--- src/ecd_pkg.sv ---
// constants shared by the encoder direction and zero-preset control
package ecd_pkg;
    // position code width
    localparam int unsigned POS_W        = 25;
    // preset value after manufacture
    localparam logic [24:0] PRESET_RESET = 25'h0000000;
    // clock rate
    localparam int unsigned CLK_HZ       = 100_000_000;
    // least high time of the zero input, in ms
    localparam int unsigned ZERO_MIN_MS  = 10;
    // least high time in cycles, rounded down
    localparam int unsigned ZERO_MIN_CYC =
        (CLK_HZ / 1000 * ZERO_MIN_MS + 0);
    // position refresh rate per second
    localparam int unsigned UPDATE_HZ    = 1600;
    // refresh period in cycles, rounded down
    localparam int unsigned UPDATE_CYC   = CLK_HZ / UPDATE_HZ;
    // qualifier counter width, holds ZERO_MIN_CYC
    localparam int unsigned QCNT_W       = 21;
    // refresh counter width, holds UPDATE_CYC
    localparam int unsigned UCNT_W       = 17;
    // cycles after reset until the synchroniser holds the pin level
    localparam logic [1:0]  DIR_SETTLE   = 2'h3;
endpackage

--- src/ecd_pin_if.sv ---
// synchronised pin level and one-cycle qualified event
`timescale 1ns/1ps
`default_nettype none
interface ecd_pin_if;
    logic level;   // synchronised pin level
    logic fire;    // one pulse once the level stood long enough
    modport src (output level, output fire);
    modport dst (input level, input fire);
endinterface
`default_nettype wire

--- src/ecd_pin_qual.sv ---
// two-stage synchroniser with high-time qualifier for one input pin
`timescale 1ns/1ps
`default_nettype none
module ecd_pin_qual #(
    parameter int unsigned QUAL_CYC = 1
) (
    // clock and reset
    input  wire logic clk,
    input  wire logic reset,
    // raw pin
    input  wire logic pin_raw,
    // qualified result
    ecd_pin_if.src    q
);
    localparam logic [ecd_pkg::QCNT_W-1:0] QUAL_LAST =
        ecd_pkg::QCNT_W'(QUAL_CYC - 1);

    logic                      sync_a;    // first stage, read by sync_b only
    logic                      sync_b;    // second stage
    logic [ecd_pkg::QCNT_W-1:0] cnt;      // cycles the level stood high
    logic                      done;      // event already given this pulse
    logic                      fire;
    logic [ecd_pkg::QCNT_W-1:0] next_cnt;
    logic                      next_done;
    logic                      next_fire;

    // qualifier: count high cycles, fire once per pulse
    always_comb begin
        next_cnt  = cnt;
        next_done = done;
        next_fire = 1'b0;
        if (!sync_b) begin
            // low level rearms the qualifier
            next_cnt  = '0;
            next_done = 1'b0;
        end else if (!done) begin
            if (cnt == QUAL_LAST) begin
                next_fire = 1'b1;
                next_done = 1'b1;
            end else begin
                next_cnt = cnt + 1'b1;
            end
        end
    end

    // registers
    always_ff @(posedge clk) begin
        if (reset) begin
            sync_a <= 1'b0;
            sync_b <= 1'b0;
            cnt    <= '0;
            done   <= 1'b0;
            fire   <= 1'b0;
        end else begin
            sync_a <= pin_raw;
            sync_b <= sync_a;
            cnt    <= next_cnt;
            done   <= next_done;
            fire   <= next_fire;
        end
    end

    assign q.level = sync_b;
    assign q.fire  = fire;
endmodule
`default_nettype wire

--- src/ecd_ctrl.sv ---
// direction select, zero preset and position refresh of the encoder
`timescale 1ns/1ps
`default_nettype none
module ecd_ctrl #(
    parameter int unsigned ZERO_CYC   = ecd_pkg::ZERO_MIN_CYC,
    parameter int unsigned UPDATE_CYC = ecd_pkg::UPDATE_CYC
) (
    // clock and reset
    input  wire logic                    clk,
    input  wire logic                    reset,
    // external pins
    input  wire logic                    dir_pin,
    input  wire logic                    zero_pin,
    // stored settings
    input  wire logic                    dir_setting_ccw,
    input  wire logic [ecd_pkg::POS_W-1:0] preset_value,
    // shaft steps from the sensor, same clock
    input  wire logic                    step_valid,
    input  wire logic                    step_cw,
    // position output
    output logic [ecd_pkg::POS_W-1:0]    position,
    output logic                         position_valid,
    output logic                         count_up_cw,
    output logic                         preset_busy
);
    localparam logic [ecd_pkg::UCNT_W-1:0] UPD_LAST =
        ecd_pkg::UCNT_W'(UPDATE_CYC - 1);

    ecd_pin_if dir_q ();
    ecd_pin_if zero_q ();

    // direction pin: synchronised only
    ecd_pin_qual #(.QUAL_CYC(1)) u_dir (
        .clk     (clk),
        .reset   (reset),
        .pin_raw (dir_pin),
        .q       (dir_q)
    );

    // zero input: synchronised and qualified over the least high time
    ecd_pin_qual #(.QUAL_CYC(ZERO_CYC)) u_zero (
        .clk     (clk),
        .reset   (reset),
        .pin_raw (zero_pin),
        .q       (zero_q)
    );

    logic [1:0]                settle;      // startup wait for the pin
    logic                      dir_ready;   // pin level captured
    logic                      dir_ccw;     // captured pin level
    logic [ecd_pkg::POS_W-1:0] pos;         // live position
    logic [ecd_pkg::UCNT_W-1:0] ucnt;       // refresh divider
    logic [1:0]                next_settle;
    logic                      next_dir_ready;
    logic                      next_dir_ccw;
    logic [ecd_pkg::POS_W-1:0] next_pos;
    logic [ecd_pkg::UCNT_W-1:0] next_ucnt;
    logic [ecd_pkg::POS_W-1:0] next_position;
    logic                      next_valid;
    logic                      next_up_cw;
    logic                      next_busy;
    logic                      tick;

    // power-up capture of the direction pin
    always_comb begin
        next_settle    = settle;
        next_dir_ready = dir_ready;
        next_dir_ccw   = dir_ccw;
        if (!dir_ready) begin
            if (settle == ecd_pkg::DIR_SETTLE) begin
                next_dir_ready = 1'b1;
                next_dir_ccw   = dir_q.level;
            end else begin
                next_settle = settle + 2'h1;
            end
        end
    end

    // position counting, preset load and refresh
    always_comb begin
        tick          = (ucnt == UPD_LAST);
        next_ucnt     = tick ? '0 : ucnt + 1'b1;
        // clockwise counts up only for low pin and clockwise setting
        next_up_cw    = !dir_ccw && !dir_setting_ccw;
        next_pos      = pos;
        if (zero_q.fire) begin
            // preset replaces position, shaft assumed at rest
            next_pos = preset_value;
        end else if (step_valid && dir_ready) begin
            if (step_cw == count_up_cw) begin
                next_pos = pos + 1'b1;
            end else begin
                next_pos = pos - 1'b1;
            end
        end
        next_position = tick ? pos : position;
        next_busy     = zero_q.level;
        // invalid while the zero pulse stands, valid from next refresh
        if (zero_q.level) begin
            next_valid = 1'b0;
        end else if (tick && dir_ready) begin
            next_valid = 1'b1;
        end else begin
            next_valid = position_valid;
        end
    end

    // registers
    always_ff @(posedge clk) begin
        if (reset) begin
            settle         <= 2'h0;
            dir_ready      <= 1'b0;
            dir_ccw        <= 1'b0;
            pos            <= ecd_pkg::PRESET_RESET;
            ucnt           <= '0;
            position       <= ecd_pkg::PRESET_RESET;
            position_valid <= 1'b0;
            count_up_cw    <= 1'b0;
            preset_busy    <= 1'b0;
        end else begin
            settle         <= next_settle;
            dir_ready      <= next_dir_ready;
            dir_ccw        <= next_dir_ccw;
            pos            <= next_pos;
            ucnt           <= next_ucnt;
            position       <= next_position;
            position_valid <= next_valid;
            count_up_cw    <= next_up_cw;
            preset_busy    <= next_busy;
        end
    end

    // helper state for the refresh watchdog, not part of the function
    logic [ecd_pkg::UCNT_W-1:0] since_tick; // cycles since the last tick
    logic [ecd_pkg::UCNT_W-1:0] next_since; // next value of the count

    // helper: restart on every tick, count up otherwise
    always_comb begin
        if (tick) begin
            next_since = '0;
        end else begin
            next_since = since_tick + 1'b1;
        end
    end

    // helper register
    always_ff @(posedge clk) begin
        if (reset) begin
            since_tick <= '0;
        end else begin
            since_tick <= next_since;
        end
    end
endmodule
`default_nettype wire

--- config.mk ---
export PLATFORM = sky130hd
export DESIGN_NAME = ecd_ctrl
export DESIGN_NICKNAME = d
export VERILOG_FILES = /design/src/ecd_pkg.sv /design/src/ecd_pin_if.sv /design/src/ecd_pin_qual.sv /design/src/ecd_ctrl.sv
export SDC_FILE = /design/constraint.sdc
export NUM_CORES = 1
export LEC_CHECK = 0
export ABC_AREA = 0
export BUFFER_PORTS_ARGS = -buffer_cell sky130_fd_sc_hd__buf_2
export CAP_MARGIN = 20
export CORE_MARGIN = 5
export CORE_UTILIZATION = 57
export DETAILED_ROUTE_END_ITERATION = 12
export PLACE_DENSITY = 0.8
export SLEW_MARGIN = 25
export SYNTH_ARGS = -nofsm -noshare
export SYNTH_HDL_FRONTEND = slang
export SYNTH_SLANG_ARGS = --single-unit
--- constraint.sdc ---
create_clock -name clk -period 4.45 [get_ports clk]
set_clock_uncertainty 0.2 [all_clocks]
set_input_delay 0.445 -clock clk [delete_from_list [all_inputs] [get_ports clk]]
set_output_delay 0.445 -clock clk [all_outputs]
set_load 0.005 [all_outputs]
==> metrics, run 1 <==
I/O Buffers 59; Final TNS setup 0 ns; initial antenna violation count 0; clk_lat worst skew 0.38 ns; depth of the most critical reg-to-reg path 10; clock buffer depth 2; Root Buffer Master clkbuf_8; Post-CTS Setup Bufs 0; area added between synthesis and finish 10.66%; Seq/Total Area, Yosys 0.3706; Clock transition at path regs 0.12 ns; Crit path top cell by count a21oi_1; aggregate global-route resource usage 0.2235; I/O Pins 60; Lkg Pwr 2.401 nW; Top delay family on crit path compound AO/OA/AOI/OAI gates; ys flop type dfxtp_1; startpoint class of the critical path flip-flop; Cells on Worst Hold Path 2; fmax 286.5 MHz; Starting Density 0.5877; CP cell instances xor2_2 -> buf_4 -> ha_1 -> a21oi_1 -> o221ai_1 -> a21oi_1 -> a21oi_1 -> a311oi_1 -> xor2_1 -> a2111oi_2; Power Dens Cells 316.9 mW/mm^2; largest net degree at the start of global routing 39; Hold Path Origin dir_pin; WHS 0.08188 ns; CP bufs+invs 1; Syn Inst Count 650; crit path max-delay cell type xor2_2; total wire length 12420 um; worst r2r src count_up_cw$_SDFF_PP0_; first-pass GRT wire length 21330 um; # hold bufs at CTS 0; RSZ-0062 raised after global routing no; FF+latch count, synth 101; post-cts resize count 0; Worst EP required 4.51 ns; average routed wire per standard cell 14.96 um; Slew @ Worst Pin 0.8586 ns; Post-synth EDFFs 0; Max FO, Critical Path 18; row count 35; # Max-Cap Violations 0; Crit. End Element flip-flop; total CTS buffers 9; placed insts 813; DRT iter0 DRCs 317; Die Width 107.8 um; Initial DRT Pass Iterations 5; number of diodes 0; H-tree Lvls 3; DRC 0; Synth async-reset ratio 0; share of layout cells above drive strength 1 0.1341; number of nets in the layout 757; Placed Area 0.005838 sq mm; DR vias 4832; Post-Syn Area 0.005456 sq mm; Ys Warns 0; CTS tree done; type of the worst setup path flip-flop to flip-flop; Final Instance Area 0.006038 sq mm; reg2reg end pos[22]$_SDFFE_PP0P_; final setup vio count 0; R2R setup slack 0.96 ns; status finished clean; Slew headroom 0.4262; Placer Congestion 0.8857; vias in the first global route 4590; final hold violations 0; post-detail-place hpwl 8853 um; post-route antenna net violation count 0; Hold Crit Class input pin to flip-flop; die span in y 107.8 um; die area 0.01163 sq mm; Tcrit/Tclk final 0.7842; most frequent cells in the layout 101 x nor2_1, 101 x dfxtp_1, 59 x buf_2; ranking of synthesized cells by area dfxtp_1 37%, nor2_1 6.9%, ha_1 6.4%; Mean Syn Cell Area 8.395 sq um; unique cell type count in the Yosys netlist 62; VDD IR max 0.1583 mV; Non-Filler Instances 830; total grt overflow 0; Max Slew Vio Count 0; core area 0.009284 sq mm; WHS Endpoint u_dir.sync_a$_SDFF_PP0_; vias per cell 5.822; share of the synthesized area in the top cell type 0.3706; Min Clock Period, post-route 3.490 ns; clk sink count 101; syn nets 711; Worst EP arrival 3.55 ns; area leader, netlist dfxtp_1; largest stage delay on the critical path 0.55 ns
==> worst max-delay path by stage <==
stage | startpoint | endpoint | slack (ns) | cells past startpoint
finish | count_up_cw$_SDFF_PP0_ | pos[22]$_SDFFE_PP0P_ | 0.96 | 10
global route | count_up_cw$_SDFF_PP0_ | pos[22]$_SDFFE_PP0P_ | 0.70 | 9
CTS | count_up_cw$_SDFF_PP0_ | pos[22]$_SDFFE_PP0P_ | 0.98 | 10
detailed placement | step_cw | pos[22]$_SDFFE_PP0P_ | 0.85 | 11
global placement | step_cw | pos[22]$_SDFFE_PP0P_ | 0.96 | 11
floorplan | step_cw | pos[22]$_SDFFE_PP0P_ | 0.39 | 10
==> cell usage after synthesis (4+ instances only) <==
| cell type | n |
|---|---|
| nor3_1 | 14 |
| xor2_1 | 19 |
| o21ai_0 | 17 |
| nand4_1 | 17 |
| inv_1 | 21 |
| ha_1 | 28 |
| nor2b_1 | 9 |
| nor2_1 | 101 |
| buf_2 | 6 |
| nand3_1 | 21 |
| a211oi_1 | 9 |
| and3_1 | 13 |
| a21o_1 | 10 |
| nand2b_1 | 4 |
| a221oi_1 | 6 |
| o211ai_1 | 5 |
| xnor2_1 | 32 |
| o22ai_1 | 4 |
| a21oi_1 | 50 |
| mux2i_1 | 28 |
| nand2_1 | 46 |
| clkbuf_1 | 20 |
| or3_1 | 10 |
| dfxtp_1 | 101 |
==> through the flow <==
stage	setup WS, ns	utilization	total power, mW
after detailed placement	0.8529	0.6288	1.349
after global placement	0.9552	0.6288	1.336
after floorplan	0.3917	-	1.261
final	0.9601	0.6504	1.913
after CTS	0.9787	0.6493	1.918
after global routing	0.7007	0.6504	2.012
==> worst register-to-register path, cell delays in order, from the launching register on <==
cell and delay (ns):
dfxtp_1 0.39, xor2_2 0.55, buf_4 0.38, ha_1 0.33
a21oi_1 0.24, o221ai_1 0.14, a21oi_1 0.20, a21oi_1 0.13
a311oi_1 0.33, xor2_1 0.13, a2111oi_2 0.36
==> logic make-up after synthesis <==
kind of cell	Yosys count	share of synthesized area
flip-flops	101	0.3706
AO/OA/AOI/OAI	131	0.1580
buffers and inverters	51	0.03738
XOR/XNOR	51	0.08186
adder cells (fa/ha/maj)	29	0.06788
multiplexers	28	0.05136
AND/OR/NAND/NOR	259	0.2330
==> where the power goes <==
group,internal (mW),switching [mW],total [mW]
clock,0.216,0.360,0.577
combinational,0.152,0.219,0.371
sequential,0.936,0.0294,0.966
total,1.30,0.609,1.91
==> layer usage <==
layer / GRT usage / share of wire
met1: 0.3009 / 0.48
met4: 0.06132 / 0.0090
met2: 0.3646 / 0.46
met5: 0 / 0
met3: 0.04439 / 0.048
==> layout make-up <==
class / count / area [sq um]
Timing Repair Buffer: 65 / 342.8
Clock inverter: 7 / 66.31
Tap cell: 129 / 161.4
Multi-Input combinational cell: 498 / 3243
Inverter: 21 / 78.83
Clock buffer: 9 / 123.9
Sequential cell: 101 / 2022
Fill cell: 852 / 3246
==> state kept, by name, summed over array words and instances (netlist names), 2 cells and up <==
signal,flops
settle,2
u_zero.cnt,21
pos,25
position,25
ucnt,17
Note: power is estimated with default switching activity, not from simulation.
==> inputs of run 2 (changes only) <==
CORE_UTILIZATION = 53   (was 57)
PLACE_DENSITY = 0.78   (was 0.8)
clock period = 3.2 ns   (was 4.45 ns; I/O delays follow)
==> metrics, run 2 (same netlist as run 1, synthesis figures left out) <==
Clock transition at path regs 0.10 ns (-0.02 ns); Max FO, Critical Path 13 (-5); Power Dens Cells 421.1 mW/mm^2 (+33%); Slew @ Worst Pin 0.6363 ns (-0.2223 ns); clk_lat worst skew 0.38 ns (about the same); Non-Filler Instances 864 (+4.1%); Hold Crit Class input pin to flip-flop; Int Power 1.859 mW (+42%); final setup vio count 0 (unchanged); I/O Buffers 59 (unchanged); number of diodes 0 (unchanged); Tcrit/Tclk final 0.9427 (+0.1585); VDD IR max 0.2427 mV (+53%); Worst EP arrival 3.07 ns (-0.48 ns); clk sink count 101 (unchanged); initial antenna violation count 0 (unchanged); placed insts 830 (+2.1%); startpoint class of the critical path flip-flop; post-detail-place hpwl 9188 um (+3.8%); Gate power share 0.210 (+0.016); # Max-Cap Violations 0 (unchanged); Slew headroom 0.5756 (+0.1493); most frequent cells in the layout 101 x nor2_1, 100 x dfxtp_1, 59 x buf_2; core area 0.01018 sq mm (+9.7%); commonest non-fill, non-tap cell in the layout nor2_1; WHS 0.01415 ns (-0.06773 ns); Crit. End Element flip-flop; Initial DRT Pass Iterations 5 (unchanged); first-pass GRT wire length 21650 um (+1.5%); type of the worst setup path flip-flop to flip-flop; Worst EP required 3.25 ns (-1.26 ns); Placer Congestion 0.8991 (+1.5%); average routed wire per standard cell 14.55 um (-2.7%); share of layout cells above drive strength 1 0.1525 (+0.01838); Largest regs pos: 25 flops, position: 25 flops, u_zero.cnt: 21 flops; vias in the first global route 4607 (+0.37%); total grt overflow 0 (unchanged); Root Buffer Master clkbuf_8; area added between synthesis and finish 16.37%; status finished clean; Final TNS setup 0 ns (unchanged); total wire length 12570 um (+1.2%); largest stage delay on the critical path 0.39 ns (-0.16 ns); crit path max-delay cell type dfxtp_2; fmax 331.5 MHz (+16%); die area 0.01242 sq mm (+6.8%); aggregate global-route resource usage 0.2050 (-0.01852); CP cell instances xor2_4 -> buf_12 -> ha_1 -> o211ai_1 -> o21ai_1 -> buf_4 -> o311a_1 -> o21a_1 -> a211oi_2 -> xor2_1 -> o31ai_1; row count 37 (+5.7%); DRT iter0 DRCs 326 (+2.8%); Min Clock Period, post-route 3.017 ns (-0.4733 ns); Starting Density 0.5357 (-0.05199); sw frac 0.3048 (-0.01330); Clk pwr share 0.288 (-0.013); vias per cell 5.561 (-4.5%); Final Instance Area 0.006350 sq mm (+5.2%); Switch Pwr 0.8150 mW (+34%); Lkg Pwr 2.537 nW (+5.7%); I/O Pins 60 (unchanged); clock buffer depth 2 (unchanged); DRC 0 (unchanged); die span in y 111.5 um (+3.4%); Placed Area 0.005947 sq mm (+1.9%); Max Slew Vio Count 0 (unchanged); final hold violations 0 (unchanged); CTS tree done; largest net degree at the start of global routing 48 (+23%); total CTS buffers 9 (unchanged); post-route antenna net violation count 0 (unchanged); Die Width 111.5 um (+3.4%); RSZ-0062 raised after global routing no; sequential share of power 0.502 (-0.003); H-tree Lvls 3 (unchanged); number of nets in the layout 784 (+3.6%); Setup WS post-layout 0.1834 ns (-0.7767 ns); DR vias 4805 (-0.56%); setup slack at placement 0.04257 ns (-0.8103 ns)
==> run 2: per-layer routing <==
metal / wire (um) / track usage
met1: 6062 / 0.2784
met2: 5849 / 0.3313
met3: 442 / 0.02880
met4: 218 / 0.07867
met5: 0 / 0
==> run 2: path summary, 6_finish.rpt <==
| check | slack (ns) | startpoint | end | cells after the start |
|---|---|---|---|---|
| worst max-delay path | 0.18 | count_up_cw$_SDFF_PP0_ | pos[24]$_SDFFE_PP0P_ | 11 |
| worst min-delay path | 0.01 | preset_value[15] | pos[15]$_SDFFE_PP0P_ | 3 |
| worst max register to register | 0.18 | count_up_cw$_SDFF_PP0_ | pos[24]$_SDFFE_PP0P_ | 11 |
| worst min register to register | 0.22 | u_zero.q.level$_SDFF_PP0_ | position_valid$_SDFFE_PP0P_ | 1 |
==> run 2: metrics by stage <==
step,power (mW),utilization
3_3_place_gp,1.877,0.5839
3_5_place_dp,1.895,0.5839
6_report,2.674,0.6235
5_1_grt,2.825,0.6235
2_1_floorplan,1.755,-
4_1_cts,2.671,0.6177
==> run 2: worst max-delay path: cells and delay by family (launching register included) <==
family	cells	cell delay, ns
fa+ha+maj	1	0.29
flops	1	0.39
buf+inv	2	0.35
xor+xnor	2	0.43
compound gates	6	1.23
==> run 2: repair_timing <==
item | 4_1_cts | 5_1_grt
gates resized for setup | 0 | 6
buffers inserted | 0 | 1
setup endpoints to repair | 0 | 4
hold buffers | 16 | 0
endpoints found under the hold margin | 16 | 0
==> run 2: power groups by stage <==
stage / Sequential, mW / Combinational, mW / Clock (mW)
finish: 1.34 / 0.561 / 0.770
CTS: 1.34 / 0.542 / 0.786
global placement: 1.37 / 0.508 / 0
floorplan: 1.36 / 0.396 / 0
global route: 1.35 / 0.627 / 0.848
detailed placement: 1.37 / 0.523 / 0
==> run 2: layout make-up <==
type	count	area, sq um
Timing Repair Buffer	92	613.1
Tap cell	136	170.2
Inverter	21	78.83
Multi-Input combinational cell	498	3281
Clock buffer	10	137.6
Fill cell	855	3835
Clock inverter	6	46.29
Sequential cell	101	2023
